--- src/qdcc_pkg.sv ---
package qdcc_pkg;
    // ------------------------------------------------------------
    // Frame layout
    // ------------------------------------------------------------
    localparam int         FRAME_W      = 24;
    localparam int         RW_BIT       = 23;
    localparam int         ADDR_HI      = 19;
    localparam int         ADDR_LO      = 16;
    localparam int         DATA_HI      = 15;
    localparam int         NUM_CH       = 4;
    localparam int         DAC_W        = 12;

    // ------------------------------------------------------------
    // Register addresses
    // ------------------------------------------------------------
    localparam logic [3:0] ADDR_CMD     = 4'h0;
    localparam logic [3:0] ADDR_DAC0    = 4'h4;

    // ------------------------------------------------------------
    // Command register field positions
    // ------------------------------------------------------------
    localparam int         BIT_RDSRC    = 15;
    localparam int         BIT_SWLOAD   = 14;
    localparam int         BIT_SWRST    = 13;
    localparam int         BIT_PDLOW    = 12;
    localparam int         BIT_PDHIGH   = 11;
    localparam int         BIT_RSVD     = 10;
    localparam int         BIT_GPIO1    = 9;
    localparam int         BIT_GPIO0    = 8;

    // ------------------------------------------------------------
    // Reset values
    // ------------------------------------------------------------
    localparam logic [1:0] GPIO_RST     = 2'h3;
    localparam logic [7:0] LOW_BYTE_RST = 8'h3c;
endpackage : qdcc_pkg

--- src/qdcc_sync2.sv ---
// Two-flop synchroniser for the open-drain pin levels
module qdcc_sync2 (
    input  wire logic       clk_sys,
    input  wire logic       rst_n,
    input  wire logic [1:0] d,
    output logic      [1:0] q
);
    typedef struct packed {
        logic [1:0] meta_ff;
        logic [1:0] out_ff;
    } qdcc_sync_st_t;

    qdcc_sync_st_t st_ff;
    qdcc_sync_st_t nxt_st;

    // ------------------------------------------------------------
    // Next state
    // ------------------------------------------------------------
    always_comb begin
        nxt_st         = st_ff;
        nxt_st.meta_ff = d;
        nxt_st.out_ff  = st_ff.meta_ff;
    end

    // Registers, pins idle high after reset
    always_ff @(posedge clk_sys or negedge rst_n) begin
        if (!rst_n) begin
            st_ff <= '{meta_ff: 2'h3, out_ff: 2'h3};
        end else begin
            st_ff <= nxt_st;
        end
    end

    assign q = st_ff.out_ff;
endmodule : qdcc_sync2

--- src/qdcc_ctrl.sv ---
module qdcc_ctrl (
    input  wire logic        clk_sys,
    input  wire logic        rst_n,
    input  wire logic        frame_valid,
    input  wire logic [23:0] frame_data,
    input  wire logic        latch_load_pin_n,
    input  wire logic [1:0]  gpio_in,
    output logic      [1:0]  gpio_out,
    output logic      [1:0]  gpio_oe_n,
    output logic             rd_valid,
    output logic      [15:0] rd_data,
    output logic      [1:0]  powerdown,
    output logic      [47:0] latch_data,
    output logic      [3:0]  latch_update
);
    typedef struct packed {
        logic                   rdsrc_ff;
        logic                   pd_low_ff;
        logic                   pd_high_ff;
        logic [1:0]             gpio_ctl_ff;
        logic [3:0]             written_ff;
        logic [3:0][11:0]       input_ff;
        logic [3:0][11:0]       latch_ff;
        logic [3:0]             upd_ff;
        logic                   pin_d_ff;
        logic                   rd_valid_ff;
        logic [15:0]            rd_data_ff;
        logic                   soft_rst_ff;
    } qdcc_st_t;

    qdcc_st_t   st_ff;
    qdcc_st_t   nxt_st;
    logic [1:0] gpio_sync;
    logic       is_write;
    logic [3:0] addr;
    logic [15:0] wdata;
    logic       cmd_wr;
    logic       soft_load_all;
    logic       pin_load;
    logic       load_evt;
    logic [3:0] ch_wr;

    // ------------------------------------------------------------
    // Pin synchroniser
    // ------------------------------------------------------------
    // two flop sync
    qdcc_sync2 u_sync (
        .clk_sys (clk_sys),
        .rst_n   (rst_n),
        .d       (gpio_in),
        .q       (gpio_sync)
    );

    // ------------------------------------------------------------
    // Frame decode
    // ------------------------------------------------------------
    // frame field split
    assign is_write = frame_valid && !frame_data[qdcc_pkg::RW_BIT]
                      && (frame_data[22:20] == 3'h0);
    assign addr     = frame_data[qdcc_pkg::ADDR_HI:qdcc_pkg::ADDR_LO];
    assign wdata    = frame_data[qdcc_pkg::DATA_HI:0];
    assign cmd_wr   = is_write && (addr == qdcc_pkg::ADDR_CMD);
    assign soft_load_all = cmd_wr && wdata[qdcc_pkg::BIT_SWLOAD] && latch_load_pin_n;
    // Falling edge on the load pin
    assign pin_load = st_ff.pin_d_ff && !latch_load_pin_n;
    assign load_evt = soft_load_all || pin_load;

    // Per-channel data write strobes
    genvar g;
    for (g = 0; g < qdcc_pkg::NUM_CH; g++) begin : g_ch
        assign ch_wr[g] = is_write && (addr == qdcc_pkg::ADDR_DAC0 + 4'(g));
    end

    // ------------------------------------------------------------
    // Next state
    // ------------------------------------------------------------
    always_comb begin
        nxt_st              = st_ff;
        nxt_st.pin_d_ff     = latch_load_pin_n;
        nxt_st.upd_ff       = 4'h0;
        nxt_st.rd_valid_ff  = 1'b0;
        if (cmd_wr) begin
            nxt_st.rdsrc_ff    = wdata[qdcc_pkg::BIT_RDSRC];
            nxt_st.pd_low_ff   = wdata[qdcc_pkg::BIT_PDLOW];
            nxt_st.pd_high_ff  = wdata[qdcc_pkg::BIT_PDHIGH];
            nxt_st.gpio_ctl_ff = wdata[qdcc_pkg::BIT_GPIO1:qdcc_pkg::BIT_GPIO0];
        end
        for (int i = 0; i < qdcc_pkg::NUM_CH; i++) begin
            if (load_evt && st_ff.written_ff[i]) begin
                nxt_st.latch_ff[i] = st_ff.input_ff[i];
                nxt_st.upd_ff[i]   = 1'b1;
            end
            if (load_evt) begin
                nxt_st.written_ff[i] = 1'b0;
            end
            if (ch_wr[i]) begin
                nxt_st.input_ff[i]   = wdata[15:4];
                nxt_st.written_ff[i] = 1'b1;
            end
        end
        if (frame_valid && frame_data[qdcc_pkg::RW_BIT]) begin
            nxt_st.rd_valid_ff = 1'b1;
            nxt_st.rd_data_ff  = 16'h0000;
            if (addr == qdcc_pkg::ADDR_CMD) begin
                // self-clear bits and reserved read zero
                nxt_st.rd_data_ff = {st_ff.rdsrc_ff, 1'b0, 1'b0, st_ff.pd_low_ff,
                                     st_ff.pd_high_ff, 1'b0, gpio_sync,
                                     qdcc_pkg::LOW_BYTE_RST};
                nxt_st.rd_data_ff[qdcc_pkg::BIT_GPIO1:qdcc_pkg::BIT_GPIO0] = gpio_sync;
            end else if (addr[3:2] == 2'h1) begin
                nxt_st.rd_data_ff = {st_ff.rdsrc_ff ? st_ff.latch_ff[addr[1:0]]
                                                    : st_ff.input_ff[addr[1:0]], 4'h0};
            end
        end
        nxt_st.soft_rst_ff = cmd_wr && wdata[qdcc_pkg::BIT_SWRST];
        // Pulse returns all state to reset values, frames dropped
        if (st_ff.soft_rst_ff) begin
            nxt_st             = '0;
            nxt_st.gpio_ctl_ff = qdcc_pkg::GPIO_RST;
            nxt_st.pin_d_ff    = 1'b1;
        end
    end

    // ------------------------------------------------------------
    // State register
    // ------------------------------------------------------------
    // reset values
    always_ff @(posedge clk_sys or negedge rst_n) begin
        if (!rst_n) begin
            st_ff             <= '0;
            st_ff.gpio_ctl_ff <= qdcc_pkg::GPIO_RST;
            st_ff.pin_d_ff    <= 1'b1;
        end else begin
            st_ff <= nxt_st;
        end
    end

    // ------------------------------------------------------------
    // Outputs
    // ------------------------------------------------------------
    assign gpio_out     = 2'h0;
    assign gpio_oe_n    = st_ff.gpio_ctl_ff;
    assign rd_valid     = st_ff.rd_valid_ff;
    assign rd_data      = st_ff.rd_data_ff;
    assign powerdown    = {st_ff.pd_high_ff, st_ff.pd_low_ff};
    assign latch_data   = st_ff.latch_ff;
    assign latch_update = st_ff.upd_ff;

    // ------------------------------------------------------------
    // Checks
    // ------------------------------------------------------------
    a_soft_load_copy: assert property (@(posedge clk_sys) disable iff (!rst_n)
        (soft_load_all && st_ff.written_ff[0] && !st_ff.soft_rst_ff)
        |=> (st_ff.latch_ff[0] == $past(st_ff.input_ff[0]))) else $error("soft load copy");
    a_soft_load_pulse: assert property (@(posedge clk_sys) disable iff (!rst_n)
        (soft_load_all && st_ff.written_ff[2] && !st_ff.soft_rst_ff)
        |=> latch_update[2]) else $error("no update pulse");
    a_pin_load_copy: assert property (@(posedge clk_sys) disable iff (!rst_n)
        (pin_load && st_ff.written_ff[0] && !st_ff.soft_rst_ff)
        |=> (st_ff.latch_ff[0] == $past(st_ff.input_ff[0]))) else $error("pin load copy");
    a_load_untouched: assert property (@(posedge clk_sys) disable iff (!rst_n)
        (!st_ff.written_ff[1]) |=> $stable(st_ff.latch_ff[1]) || $past(st_ff.soft_rst_ff))
        else $error("unwritten latch changed");
    a_pin_gates_load: assert property (@(posedge clk_sys) disable iff (!rst_n)
        (cmd_wr && wdata[qdcc_pkg::BIT_SWLOAD] && !latch_load_pin_n && !pin_load)
        |=> (latch_update == 4'h0)) else $error("load not gated");
    a_flag_clear: assert property (@(posedge clk_sys) disable iff (!rst_n)
        (load_evt && ch_wr == 4'h0 && !st_ff.soft_rst_ff) |=> (st_ff.written_ff == 4'h0))
        else $error("written flags kept");
    a_written_set: assert property (@(posedge clk_sys) disable iff (!rst_n)
        (ch_wr[2] && !st_ff.soft_rst_ff) |=> st_ff.written_ff[2]) else $error("written flag not set");
    a_soft_reset: assert property (@(posedge clk_sys) disable iff (!rst_n)
        st_ff.soft_rst_ff |=> (powerdown == 2'h0 && gpio_oe_n == 2'h3)) else $error("soft reset");
    a_pd_follow: assert property (@(posedge clk_sys) disable iff (!rst_n)
        (cmd_wr && !st_ff.soft_rst_ff) |=> (powerdown[0] == $past(wdata[qdcc_pkg::BIT_PDLOW])))
        else $error("pd low");
    a_pd_high: assert property (@(posedge clk_sys) disable iff (!rst_n)
        (cmd_wr && !st_ff.soft_rst_ff) |=> (powerdown[1] == $past(wdata[qdcc_pkg::BIT_PDHIGH])))
        else $error("pd high");
    a_gpio_drive: assert property (@(posedge clk_sys) disable iff (!rst_n)
        (cmd_wr && !st_ff.soft_rst_ff)
        |=> (gpio_oe_n == $past(wdata[qdcc_pkg::BIT_GPIO1:qdcc_pkg::BIT_GPIO0]))) else $error("gpio ctl");

    // ------------------------------------------------------------
    // Read-back checks
    // ------------------------------------------------------------
    a_rsvd_zero: assert property (@(posedge clk_sys) disable iff (!rst_n)
        (rd_valid && $past(addr) == qdcc_pkg::ADDR_CMD)
        |-> (rd_data[qdcc_pkg::BIT_RSVD] == 1'b0)) else $error("reserved set");
    a_read_self_clear: assert property (@(posedge clk_sys) disable iff (!rst_n)
        (rd_valid && $past(addr) == qdcc_pkg::ADDR_CMD)
        |-> (rd_data[qdcc_pkg::BIT_SWLOAD] == 1'b0 && rd_data[qdcc_pkg::BIT_SWRST] == 1'b0))
        else $error("self-clear bit set");
    a_pin_level: assert property (@(posedge clk_sys) disable iff (!rst_n)
        (rd_valid && $past(addr) == qdcc_pkg::ADDR_CMD)
        |-> (rd_data[qdcc_pkg::BIT_GPIO1:qdcc_pkg::BIT_GPIO0] == $past(gpio_in, 3))) else $error("pin level");
    a_rdsrc_input: assert property (@(posedge clk_sys) disable iff (!rst_n)
        (frame_valid && frame_data[qdcc_pkg::RW_BIT] && addr == qdcc_pkg::ADDR_DAC0
         && !st_ff.rdsrc_ff && !st_ff.soft_rst_ff)
        |=> (rd_data[15:4] == $past(st_ff.input_ff[0]))) else $error("input read-back");
    a_rdsrc_latch: assert property (@(posedge clk_sys) disable iff (!rst_n)
        (frame_valid && frame_data[qdcc_pkg::RW_BIT] && addr == qdcc_pkg::ADDR_DAC0
         && st_ff.rdsrc_ff && !st_ff.soft_rst_ff)
        |=> (rd_data[15:4] == $past(st_ff.latch_ff[0]))) else $error("latch read-back");
endmodule : qdcc_ctrl

--- config.mk ---
export PLATFORM = sky130hd
export DESIGN_NAME = qdcc_ctrl
export DESIGN_NICKNAME = d
export VERILOG_FILES = /design/src/qdcc_pkg.sv /design/src/qdcc_sync2.sv /design/src/qdcc_ctrl.sv
export SDC_FILE = /design/constraint.sdc
export NUM_CORES = 1
export LEC_CHECK = 0
export BUFFER_PORTS_ARGS = -buffer_cell sky130_fd_sc_hd__buf_2
export CAP_MARGIN = 15
export CORE_UTILIZATION = 60
export CTS_CLUSTER_DIAMETER = 200
export DETAILED_ROUTE_END_ITERATION = 10
export HOLD_SLACK_MARGIN = 0.15
export PLACE_DENSITY = 0.92
export SYNTH_ARGS = -nofsm -noshare
export SYNTH_HDL_FRONTEND = slang
export SYNTH_SLANG_ARGS = --single-unit
--- constraint.sdc ---
create_clock -name clk_sys -period 4.1 [get_ports clk_sys]
set_clock_uncertainty 0.2 [all_clocks]
set_input_delay 0.82 -clock clk_sys [delete_from_list [all_inputs] [get_ports clk_sys]]
set_output_delay 0.82 -clock clk_sys [all_outputs]
set_load 0.02 [all_outputs]
After elaboration in Yosys (flattened, before gate mapping):

Index checks and enable logic that the tools add are counted.

* bits in registers: 132
* bits of input ports: 30
* output and inout port bits: 75
* word-level logic and storage cells: 91

* magnitude comparators: 1
* equality and inequality tests: 5
* muxes and demuxes: 27
* reductions and logical operators: 35

Operator list (number)
* $mux W12: 11
* $mux W128: 1
* $bmux W12 S2: 2
* $mux W16: 2
* $reduce_bool A2 Y1: 10
* $mux W17: 1
* $eq A4 B3 Y1 const B: 4
* $logic_and A1 B1 Y1: 16
* $reduce_bool A3 Y1: 4
* $mux W1: 9
* $mux W5: 1
* $logic_not A4 Y1: 1
* $logic_not A3 Y1: 1
* $lt A2 B3 Y1 const B: 1
* $eq A2 B1 Y1 const B: 1
* $logic_not A1 Y1: 2
* $logic_or A1 B1 Y1: 1

Depth between registers and ports, before layout:

* depth after elaboration: 10
* gate-level depth with buffers: 7
* mapped depth without buffers: 4

Hierarchy:

From an unflattened synthesis, not the netlist that was laid out.

* cell total of the unflattened synthesis: 569
* area total of the unflattened synthesis: 6576.3 µm²

Modules (own cells, without submodules)
* qdcc_ctrl: instances 1, cells each 565, area an instance 6471.2 µm²
* qdcc_sync2: instances 1, cells each 4, area an instance 105.1 µm²

Worst setup path after synthesis:

Ideal clock, no wire load.

* path kind: input to register
* from: input port frame_data[22]
* to: register st_ff (netlist bit latch_data[21])
* library setup time: 120 ps
* arrival time: 2422 ps
* slack: 1358 ps
* stages on the path: 7
* path buffers: 3
* path through: or4b_1 buf_4 o41ai_4 buf_6 buf_6 a21oi_1 a31o_2

* longest elaborated chain between the ends: 8

Ends and longest elaborated chain
* from (decl): line qdcc_ctrl.sv:5 `input wire logic [23:0] frame_data,`
* $logic_not A3 Y1: line qdcc_ctrl.sv:59 `&& (frame_data[22:20] == 3'h0);`
* $logic_and A1 B1 Y1: line qdcc_ctrl.sv:59
* $logic_and A1 B1 Y1: line qdcc_ctrl.sv:62 `assign cmd_wr = is_write && (addr == qdcc_pkg::ADDR_CMD);`
* $logic_and A1 B1 Y1 (2 in series): line qdcc_ctrl.sv:63 `assign soft_load_all = cmd_wr && wdata[qdcc_pkg::BIT_SWLOAD] && latch_load_pin_n;`
* $logic_or A1 B1 Y1: line qdcc_ctrl.sv:66 `assign load_evt = soft_load_all || pin_load;`
* $logic_and A1 B1 Y1: line qdcc_ctrl.sv:89 `if (load_evt && st_ff.written_ff[i]) begin`
* $reduce_bool A2 Y1 (no line)
* to (signal assigned): line qdcc_ctrl.sv:134 `st_ff <= nxt_st;`
* to (decl): line qdcc_ctrl.sv:31 `qdcc_st_t st_ff;`

No other way between the ends.
A chain may end at the register's enable or synchronous reset.

Worst setup path in the final report:

* from: input port frame_data[22]
* to: register st_ff (netlist bit latch_data[25])

The elaborated chain is that of the path after synthesis.

==> summary.txt <==
Place
  • Port Buffers: 96
  • GPL Wtd Cong: 0.826
  • Final HPWL DP: 10100 um
  • Pre-CTS setup slack: 0.595 ns

Setup path
  • Critical Path AT: 3.31 ns
  • Critical Path Fanout Max: 35
  • CP bufs+invs: 3
  • Flop-to-flop setup slack: 1.73 ns
  • Critical Path Start Type: input pin
  • Worst Setup End Kind: flip-flop
  • Reg2Reg Depth: 4
  • Crit path max-delay cell type: or4b_1
  • Slowest stage delay, CP: 0.79 ns
  • Top cell by count, worst path: buf_4
  • Critical Path RT: 4.33 ns
  • WP depth: 7
  • WS Path Type: input pin to flip-flop
  • Largest delay share family, worst path: simple AND/OR/NAND/NOR gates
  • Sequence of cells on the critical path: buf_2, or4b_1, o41ai_4, buf_4, buf_4, nand4_1, o21ai_0

Power
  • Combinational cell fraction of total power: 13.9%
  • LEAKAGE: 3.25 nW
  • Sw Share: 27.3%
  • Share of power burned in registers: 44.3%
  • Pint: 0.00241 W
  • Pwr Total: 0.00332 W
  • Clock power share: 41.8%
  • Power Density: 462 nW/um^2
  • Psw: 0.000907 W
  • VDD IR max: 288 uV

Outcome
  • Status: completed

Min path
  • Worst Hold Class: input pin to asynchronous set/reset pin

CTS
  • Longest Clk Path Bufs: 2
  • CTS sink count: 129
  • Hold-fix buffers, CTS: 0
  • CTS buffer count: 17
  • Resized cells post-CTS: 0
  • Worst-Skew Late Latency: 0.53 ns
  • Setup Buffers After CTS: 0
  • H-Tree Depth: 4
  • CTS tree: done
  • Root buffer cell: clkbuf_8
  • Clock transition at path regs: 0.06 ns

GRT
  • First-pass GRT wire length: 28000 um
  • Initial antenna violation count: 0
  • Largest net degree at the start of global routing: 62
  • Number of global-route vias before repair: 5095
  • Tot GR Track Use: 32.8%
  • Overflow after GRT: 0

Floorplan
  • Die height: 107 um
  • Initial core utilization: 61.3%
  • I/O pin count: 105
  • Die area: 11500 um^2
  • FP Rows: 38
  • Die Wd: 107 um
  • Core area: 10800 um^2

STA
  • Worst-Margin Slew: 1.04 ns
  • Fin crit period: 3.07 ns
  • RSZ-0062 raised after global routing: no
  • Setup TNS Final: 0 ns
  • Period utilisation layout: 75.0%
  • Setup Viol. Count Final: 0
  • Setup ws final: 1.03 ns
  • Slew headroom: 30.7%
  • Hold Vio Cnt, Final: 0
  • F_max: 325 MHz
  • Max Slew Vio Count: 0

Logic synthesis
  • Seq cells post-synth: 129
  • Synth top area cells: dfrtp_1, mux2i_1, buf_4
  • YS warnings: 0
  • Post-synth top area share: 45.9%
  • Area leader, netlist: dfrtp_1
  • EDFF count, synth: 0
  • Syn Area/Cell: 10.9 um^2
  • Post-synthesis cell type count: 38
  • Ys async rst share: 100%
  • Synthesized instance count: 608
  • Sequential area share after synthesis: 48.7%
  • Ys flop type: dfrtp_1
  • Synthesized cell area: 6650 um^2

Detailed routing
  • Initial DRC count: 856
  • DRC: 0
  • Aggregate routed wire length: 17700 um
  • First-pass detailed-route iteration total: 5
  • Via count: 5105
  • Wire per inst: 22.9 um
  • Vias per cell: 6.63
  • ANT nets after route: 0

Finish
  • Area growth, synth to finish: 7.98%
  • Share of layout cells above drive strength 1: 30.6%
  • Commonest non-fill, non-tap cell in the layout: dfrtp_1
  • Final net count: 648
  • Ant diodes: 0
  • Most frequent cells in the layout: dfrtp_1, buf_2, mux2i_1

Job
  • Max-cap violations: 0
==> worst paths after layout <==
kind | from | end
max | frame_data[22] | latch_data[25]
min | rst_n | latch_data[21]
max reg2reg | st_ff[0] | latch_data[28]
min reg2reg | u_sync.nxt_st[0] | u_sync.q[0]
max in group asynchronous | rst_n | st_ff[18]
min in group clk_sys | u_sync.nxt_st[0] | u_sync.q[0]
==> logic make-up after synthesis <==
kind of cell	synth area share [%]
compound gates	8.37
buf+inv	12.0
flops	48.7
mux	17.3
other cells	0.0564
simple gates	13.5
==> metal layers <==
metal / track usage (%) / wire, um / up-vias
met5: 0 / 0 / -
met4: 16.3 / 640 / 0
met3: 11.0 / 1910 / 72
met2: 50.4 / 8550 / 415
met1: 41.6 / 6560 / 2525
li1: - / - / 2093
==> power groups by stage <==
stage	Clock, W	Sequential (W)	Combinational (W)
2_1_floorplan	0	0.00145	0.000402
3_3_place_gp	0	0.00147	0.000433
3_5_place_dp	0	0.00148	0.000449
4_1_cts	0.00139	0.00146	0.000460
5_1_grt	0.00145	0.00148	0.000497
6_report	0.00139	0.00147	0.000462
==> cell type report <==
type	count	area [um^2]
multi-input cells	359	2620
repair buffers	110	601
flip-flops and latches	129	3240
clock inverters	6	55.1
inverters	1	3.75
well taps	140	175
fillers	695	3660
clock buffers	25	484
==> stage by stage <==
stage / hold WS (ns) / util, % / area (um^2) / std cells
after floorplan: 0.145 / - / 6660 / 611
after global placement: 0.147 / 61.3 / 6640 / 739
after detailed placement: 0.151 / 61.3 / 6640 / 739
after CTS: 0.159 / 66.2 / 7180 / 770
after global routing: 0.163 / 66.2 / 7180 / 770
final: 0.152 / 66.2 / 7180 / 770
==> cells in the mapped netlist (2+ instances only) <==
master	number
dfrtp_1	122
buf_4	79
mux2i_1	61
nand2_1	60
nor2_1	56
o21ai_0	44
nand4_1	36
clkbuf_1	22
mux4_2	21
a21oi_1	16
a31o_2	10
buf_2	9
buf_1	8
dfstp_2	7
mux2_2	6
and3_1	5
nand2b_1	5
a22o_1	4
a22oi_1	4
buf_6	4
nor4_4	4
o22ai_1	3
o31ai_1	3
a31o_1	2
and2_1	2
and2_4	2
or2_2	2
==> sequential cells by signal, indices dropped and copies added (netlist names) <==
signal         cells
powerdown          2
rd_valid           1
gpio_oe_n          2
latch_data        48
latch_update       4
u_sync.q           2
rd_data           13
st_ff             55
u_sync.nxt_st      2
Power figures use the tool's default switching activity.
